[config.mk]
export PLATFORM = sky130hd
export DESIGN_NAME = sdc_dev_flat
export DESIGN_NICKNAME = d
export VERILOG_FILES = /design/src/sdc_pkg.sv /design/src/sdc_link_if.sv /design/src/sdc_dev.sv /design/src/flat_wrapper.sv
export SDC_FILE = /design/constraint.sdc
export NUM_CORES = 1
export LEC_CHECK = 0
export ABC_CLOCK_PERIOD_IN_PS = 7900
export BUFFER_PORTS_ARGS = -buffer_cell sky130_fd_sc_hd__buf_2
export CORE_MARGIN = 2
export CORE_UTILIZATION = 45
export DETAILED_ROUTE_END_ITERATION = 10
export PLACE_DENSITY = 0.7
export SYNTH_ARGS = -nofsm -noshare
export SYNTH_HDL_FRONTEND = slang
export SYNTH_SLANG_ARGS = --single-unit
[constraint.sdc]
create_clock -name core_clk -period 7.9 [get_ports core_clk]
set_input_delay 0.395 -clock core_clk [delete_from_list [all_inputs] [get_ports core_clk]]
set_output_delay 0.395 -clock core_clk [all_outputs]
set_load 0.01 [all_outputs]
[src/sdc_pkg.sv]
// Shared constants and types for the command decode link.
// Assumes one clock, core_clk, shared by the controller and the device.
package sdc_pkg;

    // ----------------------------------------------------------------
    // Widths and field positions
    // ----------------------------------------------------------------
    localparam int BANK_W         = 3;
    localparam int ADDR_W         = 16;
    localparam int AUTO_CLOSE_POS = 10;
    localparam int CHOP_SEL_POS   = 12;
    localparam int FLY_SEL_POS    = 0;
    localparam int BURST_CNT_W    = 3;
    localparam logic [BURST_CNT_W-1:0] BURST_EIGHT_LEN = 3'h7;
    localparam logic [BURST_CNT_W-1:0] CHOP_FOUR_LEN   = 3'h3;
    localparam logic [1:0] MODE_REG_ZERO = 2'h0;
    localparam logic [ADDR_W-1:0] MODE_RESET = 16'h0000;
    localparam int CKE_HOLD_EDGES = 3;
    localparam logic [1:0] CKE_HOLD_CNT = 2'h3;
    localparam logic [ADDR_W-1:0] COL_ADDR_MASK = 16'h0bff;

    // ----------------------------------------------------------------
    // Types
    // ----------------------------------------------------------------
    typedef enum logic [3:0] {
        SDC_CMD_IDLE, SDC_CMD_MODE_SET, SDC_CMD_RENEW, SDC_CMD_SR_ENTER, SDC_CMD_CLOSE,
        SDC_CMD_CLOSE_ALL, SDC_CMD_OPEN, SDC_CMD_WRITE, SDC_CMD_READ, SDC_CMD_CAL_LONG,
        SDC_CMD_CAL_SHORT, SDC_CMD_SLEEP, SDC_CMD_WAKE, SDC_CMD_ILLEGAL
    } sdc_cmd_t;

    typedef enum logic [2:0] {
        SDC_ST_IDLE, SDC_ST_ACTIVE, SDC_ST_BURST, SDC_ST_PD_ACTIVE,
        SDC_ST_PD_PRECHARGE, SDC_ST_PD_PLAIN, SDC_ST_SELF_RENEW
    } sdc_state_t;

    // Decodes strobes into a command class; clock-enable pair included.
    function automatic sdc_cmd_t sdc_decode(input logic cke_prev, input logic cke_now, input logic cs_n,
                                            input logic ras_n, input logic cas_n, input logic we_n,
                                            input logic auto_close_bit);
        sdc_cmd_t c;
        logic     nopish;
        c      = SDC_CMD_ILLEGAL;
        nopish = cs_n | (ras_n & cas_n & we_n);
        if (!cke_prev) begin
            c = (cke_now && nopish) ? SDC_CMD_WAKE : (cke_now ? SDC_CMD_ILLEGAL : SDC_CMD_IDLE);
        end else if (!cke_now) begin
            if (nopish) begin
                c = SDC_CMD_SLEEP;
            end else if (!ras_n && !cas_n && we_n) begin
                c = SDC_CMD_SR_ENTER;
            end
        end else if (cs_n) begin
            c = SDC_CMD_IDLE;
        end else begin
            case ({ras_n, cas_n, we_n})
                3'h0:    c = SDC_CMD_MODE_SET;
                3'h1:    c = SDC_CMD_RENEW;
                3'h2:    c = auto_close_bit ? SDC_CMD_CLOSE_ALL : SDC_CMD_CLOSE;
                3'h3:    c = SDC_CMD_OPEN;
                3'h4:    c = SDC_CMD_WRITE;
                3'h5:    c = SDC_CMD_READ;
                3'h6:    c = auto_close_bit ? SDC_CMD_CAL_LONG : SDC_CMD_CAL_SHORT;
                default: c = SDC_CMD_IDLE;
            endcase
        end
        return c;
    endfunction

endpackage

[src/sdc_link_if.sv]
// Command pins between a memory controller and the device.
// Assumes both ends run on the same core_clk.
interface sdc_link_if;
    import sdc_pkg::*;
    logic              chip_sel_n;
    logic              row_strobe_n;
    logic              col_strobe_n;
    logic              write_en_n;
    logic              clk_gate;
    logic [BANK_W-1:0] array_select;
    logic [ADDR_W-1:0] addr;
    logic              termination_ctrl;
    logic              async_clear_n;

    modport ctrl (output chip_sel_n, row_strobe_n, col_strobe_n, write_en_n, clk_gate,
                  array_select, addr, termination_ctrl, async_clear_n);
    modport dev  (input chip_sel_n, row_strobe_n, col_strobe_n, write_en_n, clk_gate,
                  array_select, addr, termination_ctrl, async_clear_n);
endinterface

[src/sdc_dev.sv]
// Device end: decodes sampled command pins and tracks clock-enable state.
// Assumes the controller keeps the pin rules; async_clear_n low resets everything.
// Assumes the controller shares core_clk, so the link pins need no synchroniser.

module sdc_dev
    import sdc_pkg::*;
(
    input  wire logic              core_clk,
    input  wire logic              rst,
    sdc_link_if.dev                link,
    output logic                   cmd_strobe,
    output sdc_cmd_t               cmd_kind,
    output logic [BANK_W-1:0]      cmd_bank,
    output logic [ADDR_W-1:0]      cmd_addr,
    output logic                   cmd_auto_close,
    output logic                   cmd_chop_four,
    output sdc_state_t             dev_state,
    output logic                   burst_busy,
    output logic [ADDR_W-1:0]      mode_zero
);

    // ----------------------------------------------------------------
    // State
    // ----------------------------------------------------------------
    // Everything the device remembers; the four mode registers stay packed so that
    // the whole state is one register loaded by a single process.
    typedef struct packed {
        logic                   cke_prev;
        logic                   strobe;
        sdc_cmd_t               kind;
        logic [BANK_W-1:0]      bank;
        logic [ADDR_W-1:0]      addr;
        logic                   auto_close;
        logic                   chop_four;
        sdc_state_t             state;
        logic                   busy;
        logic [7:0]             open_banks;
        logic [BURST_CNT_W-1:0] burst_left;
        logic [3:0][ADDR_W-1:0] mode_regs;
    } sdc_dev_st_t;

    sdc_dev_st_t st;
    sdc_dev_st_t next_st;
    sdc_cmd_t    cmd;
    logic        arst;

    // Either reset pin clears the device without the clock.
    assign arst = rst | ~link.async_clear_n;

    // ----------------------------------------------------------------
    // Helpers
    // ----------------------------------------------------------------
    // Settled state once no burst runs: any open row keeps the device active,
    // otherwise every bank is idle.
    function automatic sdc_state_t rest_state(input logic [7:0] banks);
        return (banks != 8'h00) ? SDC_ST_ACTIVE : SDC_ST_IDLE;
    endfunction

    // ----------------------------------------------------------------
    // Decode and state update
    // ----------------------------------------------------------------
    // Termination pin is left out of the decode on purpose.
    always_comb begin
        cmd = sdc_decode(st.cke_prev, link.clk_gate, link.chip_sel_n, link.row_strobe_n,
                         link.col_strobe_n, link.write_en_n, link.addr[AUTO_CLOSE_POS]);
        next_st          = st;
        next_st.cke_prev = link.clk_gate;
        next_st.strobe   = 1'b0;
        // A running burst counts down whatever the pins say; only a sleep command cuts it short.
        if (st.burst_left != '0) begin
            next_st.burst_left = st.burst_left - 1'b1;
        end else if (st.state == SDC_ST_BURST) begin
            next_st.state = rest_state(st.open_banks);
        end
        // Only a registered command raises the strobe and reloads the command fields.
        if (cmd != SDC_CMD_IDLE && cmd != SDC_CMD_ILLEGAL) begin
            next_st.strobe     = 1'b1;
            next_st.kind       = cmd;
            next_st.bank       = link.array_select;
            next_st.addr       = link.addr;
            next_st.auto_close = link.addr[AUTO_CLOSE_POS];
        end
        // Effects of each command on the banks, the burst and the power state.
        case (cmd)
            // The low two bank bits pick one of the four mode registers.
            SDC_CMD_MODE_SET: next_st.mode_regs[link.array_select[1:0]] = link.addr;
            // Self-refresh entry is honoured only with every bank idle.
            SDC_CMD_SR_ENTER: begin
                if (st.state == SDC_ST_IDLE) begin
                    next_st.state = SDC_ST_SELF_RENEW;
                end else begin
                    next_st.strobe = 1'b0;
                end
            end
            // Closing one bank or all of them; the idle check below settles the state.
            SDC_CMD_CLOSE:     next_st.open_banks[link.array_select] = 1'b0;
            SDC_CMD_CLOSE_ALL: next_st.open_banks = 8'h00;
            // Opening a row marks its bank and wakes an idle device into active.
            SDC_CMD_OPEN: begin
                next_st.open_banks[link.array_select] = 1'b1;
                if (st.state == SDC_ST_IDLE) begin
                    next_st.state = SDC_ST_ACTIVE;
                end
            end
            SDC_CMD_WRITE,
            SDC_CMD_READ: begin
                // Column address: bit 11 and bits 9:0 only.
                next_st.addr = link.addr & COL_ADDR_MASK;
                next_st.chop_four = st.mode_regs[MODE_REG_ZERO][FLY_SEL_POS] &&
                                    !link.addr[CHOP_SEL_POS];
                if (st.burst_left == '0) begin
                    next_st.burst_left = next_st.chop_four ? CHOP_FOUR_LEN : BURST_EIGHT_LEN;
                    next_st.state      = SDC_ST_BURST;
                end
                if (link.addr[AUTO_CLOSE_POS]) begin
                    next_st.open_banks[link.array_select] = 1'b0;
                end
            end
            // The power-down flavour follows what the device was doing.
            SDC_CMD_SLEEP: begin
                case (st.state)
                    SDC_ST_ACTIVE: next_st.state = SDC_ST_PD_ACTIVE;
                    SDC_ST_IDLE:   next_st.state = SDC_ST_PD_PRECHARGE;
                    default:       next_st.state = SDC_ST_PD_PLAIN;
                endcase
                next_st.burst_left = '0;
            end
            SDC_CMD_WAKE: begin
                // Exits sleep or self-refresh on the same edge.
                next_st.state = rest_state(st.open_banks);
            end
            default: ;
        endcase
        // Closing the last open row, by command or by auto-close, leaves every bank idle.
        if (next_st.state == SDC_ST_ACTIVE) begin
            next_st.state = rest_state(next_st.open_banks);
        end
        next_st.busy = (next_st.state == SDC_ST_BURST);
    end

    // ----------------------------------------------------------------
    // State register
    // ----------------------------------------------------------------
    // Cleared by either reset; the reset branch loads constants only.
    always_ff @(posedge core_clk or posedge arst) begin
        if (arst) begin
            st.cke_prev   <= 1'b1;
            st.strobe     <= 1'b0;
            st.kind       <= SDC_CMD_IDLE;
            st.bank       <= '0;
            st.addr       <= '0;
            st.auto_close <= 1'b0;
            st.chop_four  <= 1'b0;
            st.state      <= SDC_ST_IDLE;
            st.busy       <= 1'b0;
            st.open_banks <= 8'h00;
            st.burst_left <= '0;
            st.mode_regs  <= {4{MODE_RESET}};
        end else begin
            st <= next_st;
        end
    end

    // ----------------------------------------------------------------
    // Outputs
    // ----------------------------------------------------------------
    // Every output is a field of the state register.
    assign cmd_strobe     = st.strobe;
    assign cmd_kind       = st.kind;
    assign cmd_bank       = st.bank;
    assign cmd_addr       = st.addr;
    assign cmd_auto_close = st.auto_close;
    assign cmd_chop_four  = st.chop_four;
    assign dev_state      = st.state;
    assign burst_busy     = st.busy;
    assign mode_zero      = st.mode_regs[MODE_REG_ZERO];

endmodule // sdc_dev

[src/flat_wrapper.sv]
// flat-port wrapper written by rule: the top's interface ports become plain ports
module sdc_dev_flat import sdc_pkg::*;
  (core_clk, rst, cmd_strobe, cmd_kind, cmd_bank, cmd_addr, cmd_auto_close, cmd_chop_four, dev_state, burst_busy, mode_zero, link_chip_sel_n, link_row_strobe_n, link_col_strobe_n, link_write_en_n, link_clk_gate, link_array_select, link_addr, link_termination_ctrl, link_async_clear_n);
  sdc_link_if link_i ();
  input  wire logic core_clk;
  input  wire logic rst;
  output logic cmd_strobe;
  output sdc_cmd_t cmd_kind;
  output logic [BANK_W-1:0] cmd_bank;
  output logic [ADDR_W-1:0] cmd_addr;
  output logic cmd_auto_close;
  output logic cmd_chop_four;
  output sdc_state_t dev_state;
  output logic burst_busy;
  output logic [ADDR_W-1:0] mode_zero;
  input wire logic [$bits(link_i.chip_sel_n)-1:0] link_chip_sel_n;
  input wire logic [$bits(link_i.row_strobe_n)-1:0] link_row_strobe_n;
  input wire logic [$bits(link_i.col_strobe_n)-1:0] link_col_strobe_n;
  input wire logic [$bits(link_i.write_en_n)-1:0] link_write_en_n;
  input wire logic [$bits(link_i.clk_gate)-1:0] link_clk_gate;
  input wire logic [$bits(link_i.array_select)-1:0] link_array_select;
  input wire logic [$bits(link_i.addr)-1:0] link_addr;
  input wire logic [$bits(link_i.termination_ctrl)-1:0] link_termination_ctrl;
  input wire logic [$bits(link_i.async_clear_n)-1:0] link_async_clear_n;
  assign link_i.chip_sel_n = link_chip_sel_n;
  assign link_i.row_strobe_n = link_row_strobe_n;
  assign link_i.col_strobe_n = link_col_strobe_n;
  assign link_i.write_en_n = link_write_en_n;
  assign link_i.clk_gate = link_clk_gate;
  assign link_i.array_select = link_array_select;
  assign link_i.addr = link_addr;
  assign link_i.termination_ctrl = link_termination_ctrl;
  assign link_i.async_clear_n = link_async_clear_n;
  sdc_dev u_core (.core_clk(core_clk), .rst(rst), .link(link_i), .cmd_strobe(cmd_strobe), .cmd_kind(cmd_kind), .cmd_bank(cmd_bank), .cmd_addr(cmd_addr), .cmd_auto_close(cmd_auto_close), .cmd_chop_four(cmd_chop_four), .dev_state(dev_state), .burst_busy(burst_busy), .mode_zero(mode_zero));
endmodule
==> metrics.log <==
[metrics] Final Hold Fails: 0
[metrics] nature of the critical path startpoint: flip-flop
[metrics] DP Worst Slack: 4.79 ns
[metrics] clock tree skew after final layout: 0.00503 ns
[metrics] first-pass GRT wire length: 11600 um
[metrics] Bufs on Longest Clock Path: 2
[metrics] CTS H-Tree Depth: 3
[metrics] total power per unit cell area: 271 mW/mm2
[metrics] Skew-Pair Late Insertion Delay: 0.34 ns
[metrics] Boundary Pins: 74
[metrics] total iterations of the first detailed-routing run: 6
[metrics] max-cap check violation count: 0
[metrics] number of vias per cell after detailed routing: 5.38
[metrics] total of cells resized after clock tree synthesis: 0
[metrics] maximum net fanout on the critical path: 11
[metrics] final routed DRC violation total: 0
[metrics] number of port buffers: 72
[metrics] Top FF cell, synth: dfrtp_1
[metrics] final total negative setup slack: 0 ns
[metrics] routed length per placed instance: 14.6 um
[metrics] sum of routed wire length over all layers: 7040 um
[metrics] type of the tightest min-delay check: primary input to flip-flop
[metrics] sum of net half-perimeters after detailed placement: 4890 um
[metrics] arrival time of the worst setup path: 3.08 ns
[metrics] number of setup buffers added after CTS: 0
[metrics] post-synthesis to final-layout area growth: 8.53%
[metrics] register-to-register setup slack: 5.04 ns
[metrics] fraction of registers with async set or reset after synthesis: 100%
[metrics] total standard cell area after synthesis: 0.00336 mm2
[metrics] Worst slew margin: 35.9%
[metrics] total nets after synthesis: 386
[metrics] Die X: 90.4 um
[metrics] Net count, final: 412
[metrics] Tightest Pin Transition: 0.962 ns
[metrics] Overall Global Routing Usage: 17.7%
[metrics] Post-synth EDFFs: 0
[metrics] Std-Cell Core Area: 0.00725 mm2
[metrics] Cells after Synth: 355
[metrics] number of fill cells in the layout: 685
[metrics] number of register bits inferred by synthesis: 58
[metrics] share of layout cells above drive strength 1: 31.8%
[metrics] fraction of synthesized cell area taken by the top area cell type: 42.5%
[metrics] Core Rows: 31
[metrics] area enclosed by the die boundary: 0.00817 mm2
[metrics] Inserted Clock Buffers: 9
[metrics] initial core utilization: 46.3%
[metrics] time the final worst path needs with I/O delays and setup: 2.86 ns
[metrics] via count of the first global-routing pass: 2424
[metrics] post-route setup slack: 5.04 ns
[metrics] number of violations reported at the end of detailed-routing iteration 0: 156
[metrics] final cycle utilization of the critical path: 36.1%
[metrics] Total Power: 0.987 mW
[metrics] overflow left after global routing: 0
[metrics] placer congestion estimate: 0.865
[metrics] register area share after synthesis: 43.3%
[metrics] hold buffer count at cts: 0
[metrics] setup violation total in the final timing report: 0
[metrics] Distinct cells, synth: 62
[metrics] Final Max Slew Viols: 0
[metrics] Hold Slack: 0.265 ns
[metrics] setup repair after global routing missed its margin: no
[metrics] Die Span Y: 90.4 um
[metrics] CTS tree: built
[metrics] clock slew at reported path FFs: 0.06 ns
[metrics] Synth area leaders: dfrtp_1, buf_4, nand2_1
[metrics] worst endpoint required time: 8.12 ns
[metrics] antenna violations before repair: 0
[metrics] maximum operating frequency: 350 MHz
[metrics] share of the core filled with cells in the final layout: 50.3%
[metrics] pin count of the biggest net entering global routing: 59
[metrics] residual antenna-violating net count after detailed routing: 0
[metrics] status: finished clean
[metrics] kind of end point of the critical path: flip-flop
[metrics] total inserted antenna cells: 0
[metrics] Synth area leader: dfrtp_1
[metrics] Num Clock Sinks: 58
[metrics] Root Driver: clkbuf_8
[metrics] kind of critical path: flip-flop to flip-flop
[metrics] largest vdd supply drop: 0.141 mV
[metrics] Avg Cell Area, Syn: 9.46 um2
[metrics] Leakage: 1.80 nW
[metrics] YS warnings: 0
[metrics] Vias: 2597
-- path summary, 6_finish.rpt --
| kind | start | endpoint | cells past startpoint |
|---|---|---|---|
| max | u_core.st[105] | u_core.dev_state[0] | 7 |
| min | link_addr[1] | u_core.cmd_addr[1] | 3 |
| max reg2reg | u_core.st[105] | u_core.dev_state[0] | 7 |
| min reg2reg | u_core.cmd_bank[1] | u_core.cmd_bank[1] | 2 |
| max in group asynchronous | rst | u_core.dev_state[0] | 3 |
| min in group asynchronous | link_async_clear_n | u_core.cmd_addr[12] | 3 |
-- critical path, stage by stage (launching register included) --
cell and delay (ns):
dfstp_2 0.66, o311a_1 0.33, a2111oi_1 0.08, a31o_2 0.29, o41a_1 0.32, a21o_1 0.19
or4_1 0.54, o41a_1 0.32
-- cell families (layout without fill, tap and decap cells) --
family | count (synthesis) | after routing | share of synthesized area [%]
muxes | 17 | 17 | 5.70
DFF | 58 | 58 | 43.3
AOI/OAI and AO/OA | 70 | 70 | 17.2
xor gates and xnor gates | 2 | 2 | 0.522
and+or+nand+nor | 138 | 138 | 19.2
adders and majority gates | 3 | 3 | 1.12
buffers and inverters | 67 | 96 | 13.0
-- report_power, final --
part / switching, mW / internal (mW)
sequential: 0.0470 / 0.372
clock: 0.112 / 0.158
combinational: 0.164 / 0.134
-- cell usage in the layout (no fill, tap or decap), types with 8 or more instances in the layout --
cell / n
a21oi_1: 8
mux2_2: 17
clkbuf_8: 11
nand2_1: 75
nand3_1: 14
nor2_1: 14
inv_1: 9
buf_2: 72
dfrtp_1: 57
o21ai_0: 10
-- flip-flops by register name, summed over array words and instances, names as in the netlist --
name	flops
u_core.burst_busy	1
u_core.cmd_addr	16
u_core.cmd_auto_close	1
u_core.cmd_bank	3
u_core.cmd_chop_four	1
u_core.cmd_kind	4
u_core.cmd_strobe	1
u_core.dev_state	3
u_core.mode_zero	16
u_core.st	12
-- Yosys cell counts, drive strengths merged, types with 2 or more instances --
library cell  number
inv                9
and3               3
xnor2              2
clkbuf            10
o21ai             11
nor4               3
a2111oi            2
o22ai              2
o32ai              2
ha                 3
o41a               2
buf               48
o311ai             2
a31o               2
or3                2
nand3             15
nand2b             6
a211oi             2
nor3               3
a21oi              8
nor2              14
dfrtp             57
a31oi              5
o311a              2
nand3b             3
mux2              17
a22o               3
o31ai              2
or3b               2
a211o              2
nand2             75
o21a               3
a32oi              4
a221oi             2
and2               2
o31a               2
nor2b              7
a21o               6
-- through the flow --
step | std cells | cell area, um2
2_1_floorplan | 355 | 3360
3_3_place_gp | 469 | 3450
3_5_place_dp | 469 | 3450
4_1_cts | 483 | 3640
5_1_grt | 483 | 3640
6_report | 483 | 3640
-- area by class of cell --
cell class / count / area, um2 / share of cell area, %
Multi-Input combinational cell: 230 / 1480 / 40.5
Sequential cell: 58 / 1450 / 39.9
Timing Repair Buffer: 73 / 368 / 10.1
Clock buffer: 11 / 151 / 4.15
Tap cell: 99 / 124 / 3.40
Clock inverter: 3 / 40.0 / 1.10
Inverter: 9 / 33.8 / 0.927
-- per-layer routing --
layer  vias to the layer above  GRT usage (%)  part of all wire [%]
met5                         -              0                     0
met4                         0           8.21                   1.8
met1                      1240           22.1                    45
li1                       1251              -                     -
met2                        91           28.5                    48
met3                        15           5.01                   5.2
No activity file was read; power rests on OpenSTA's default activity.
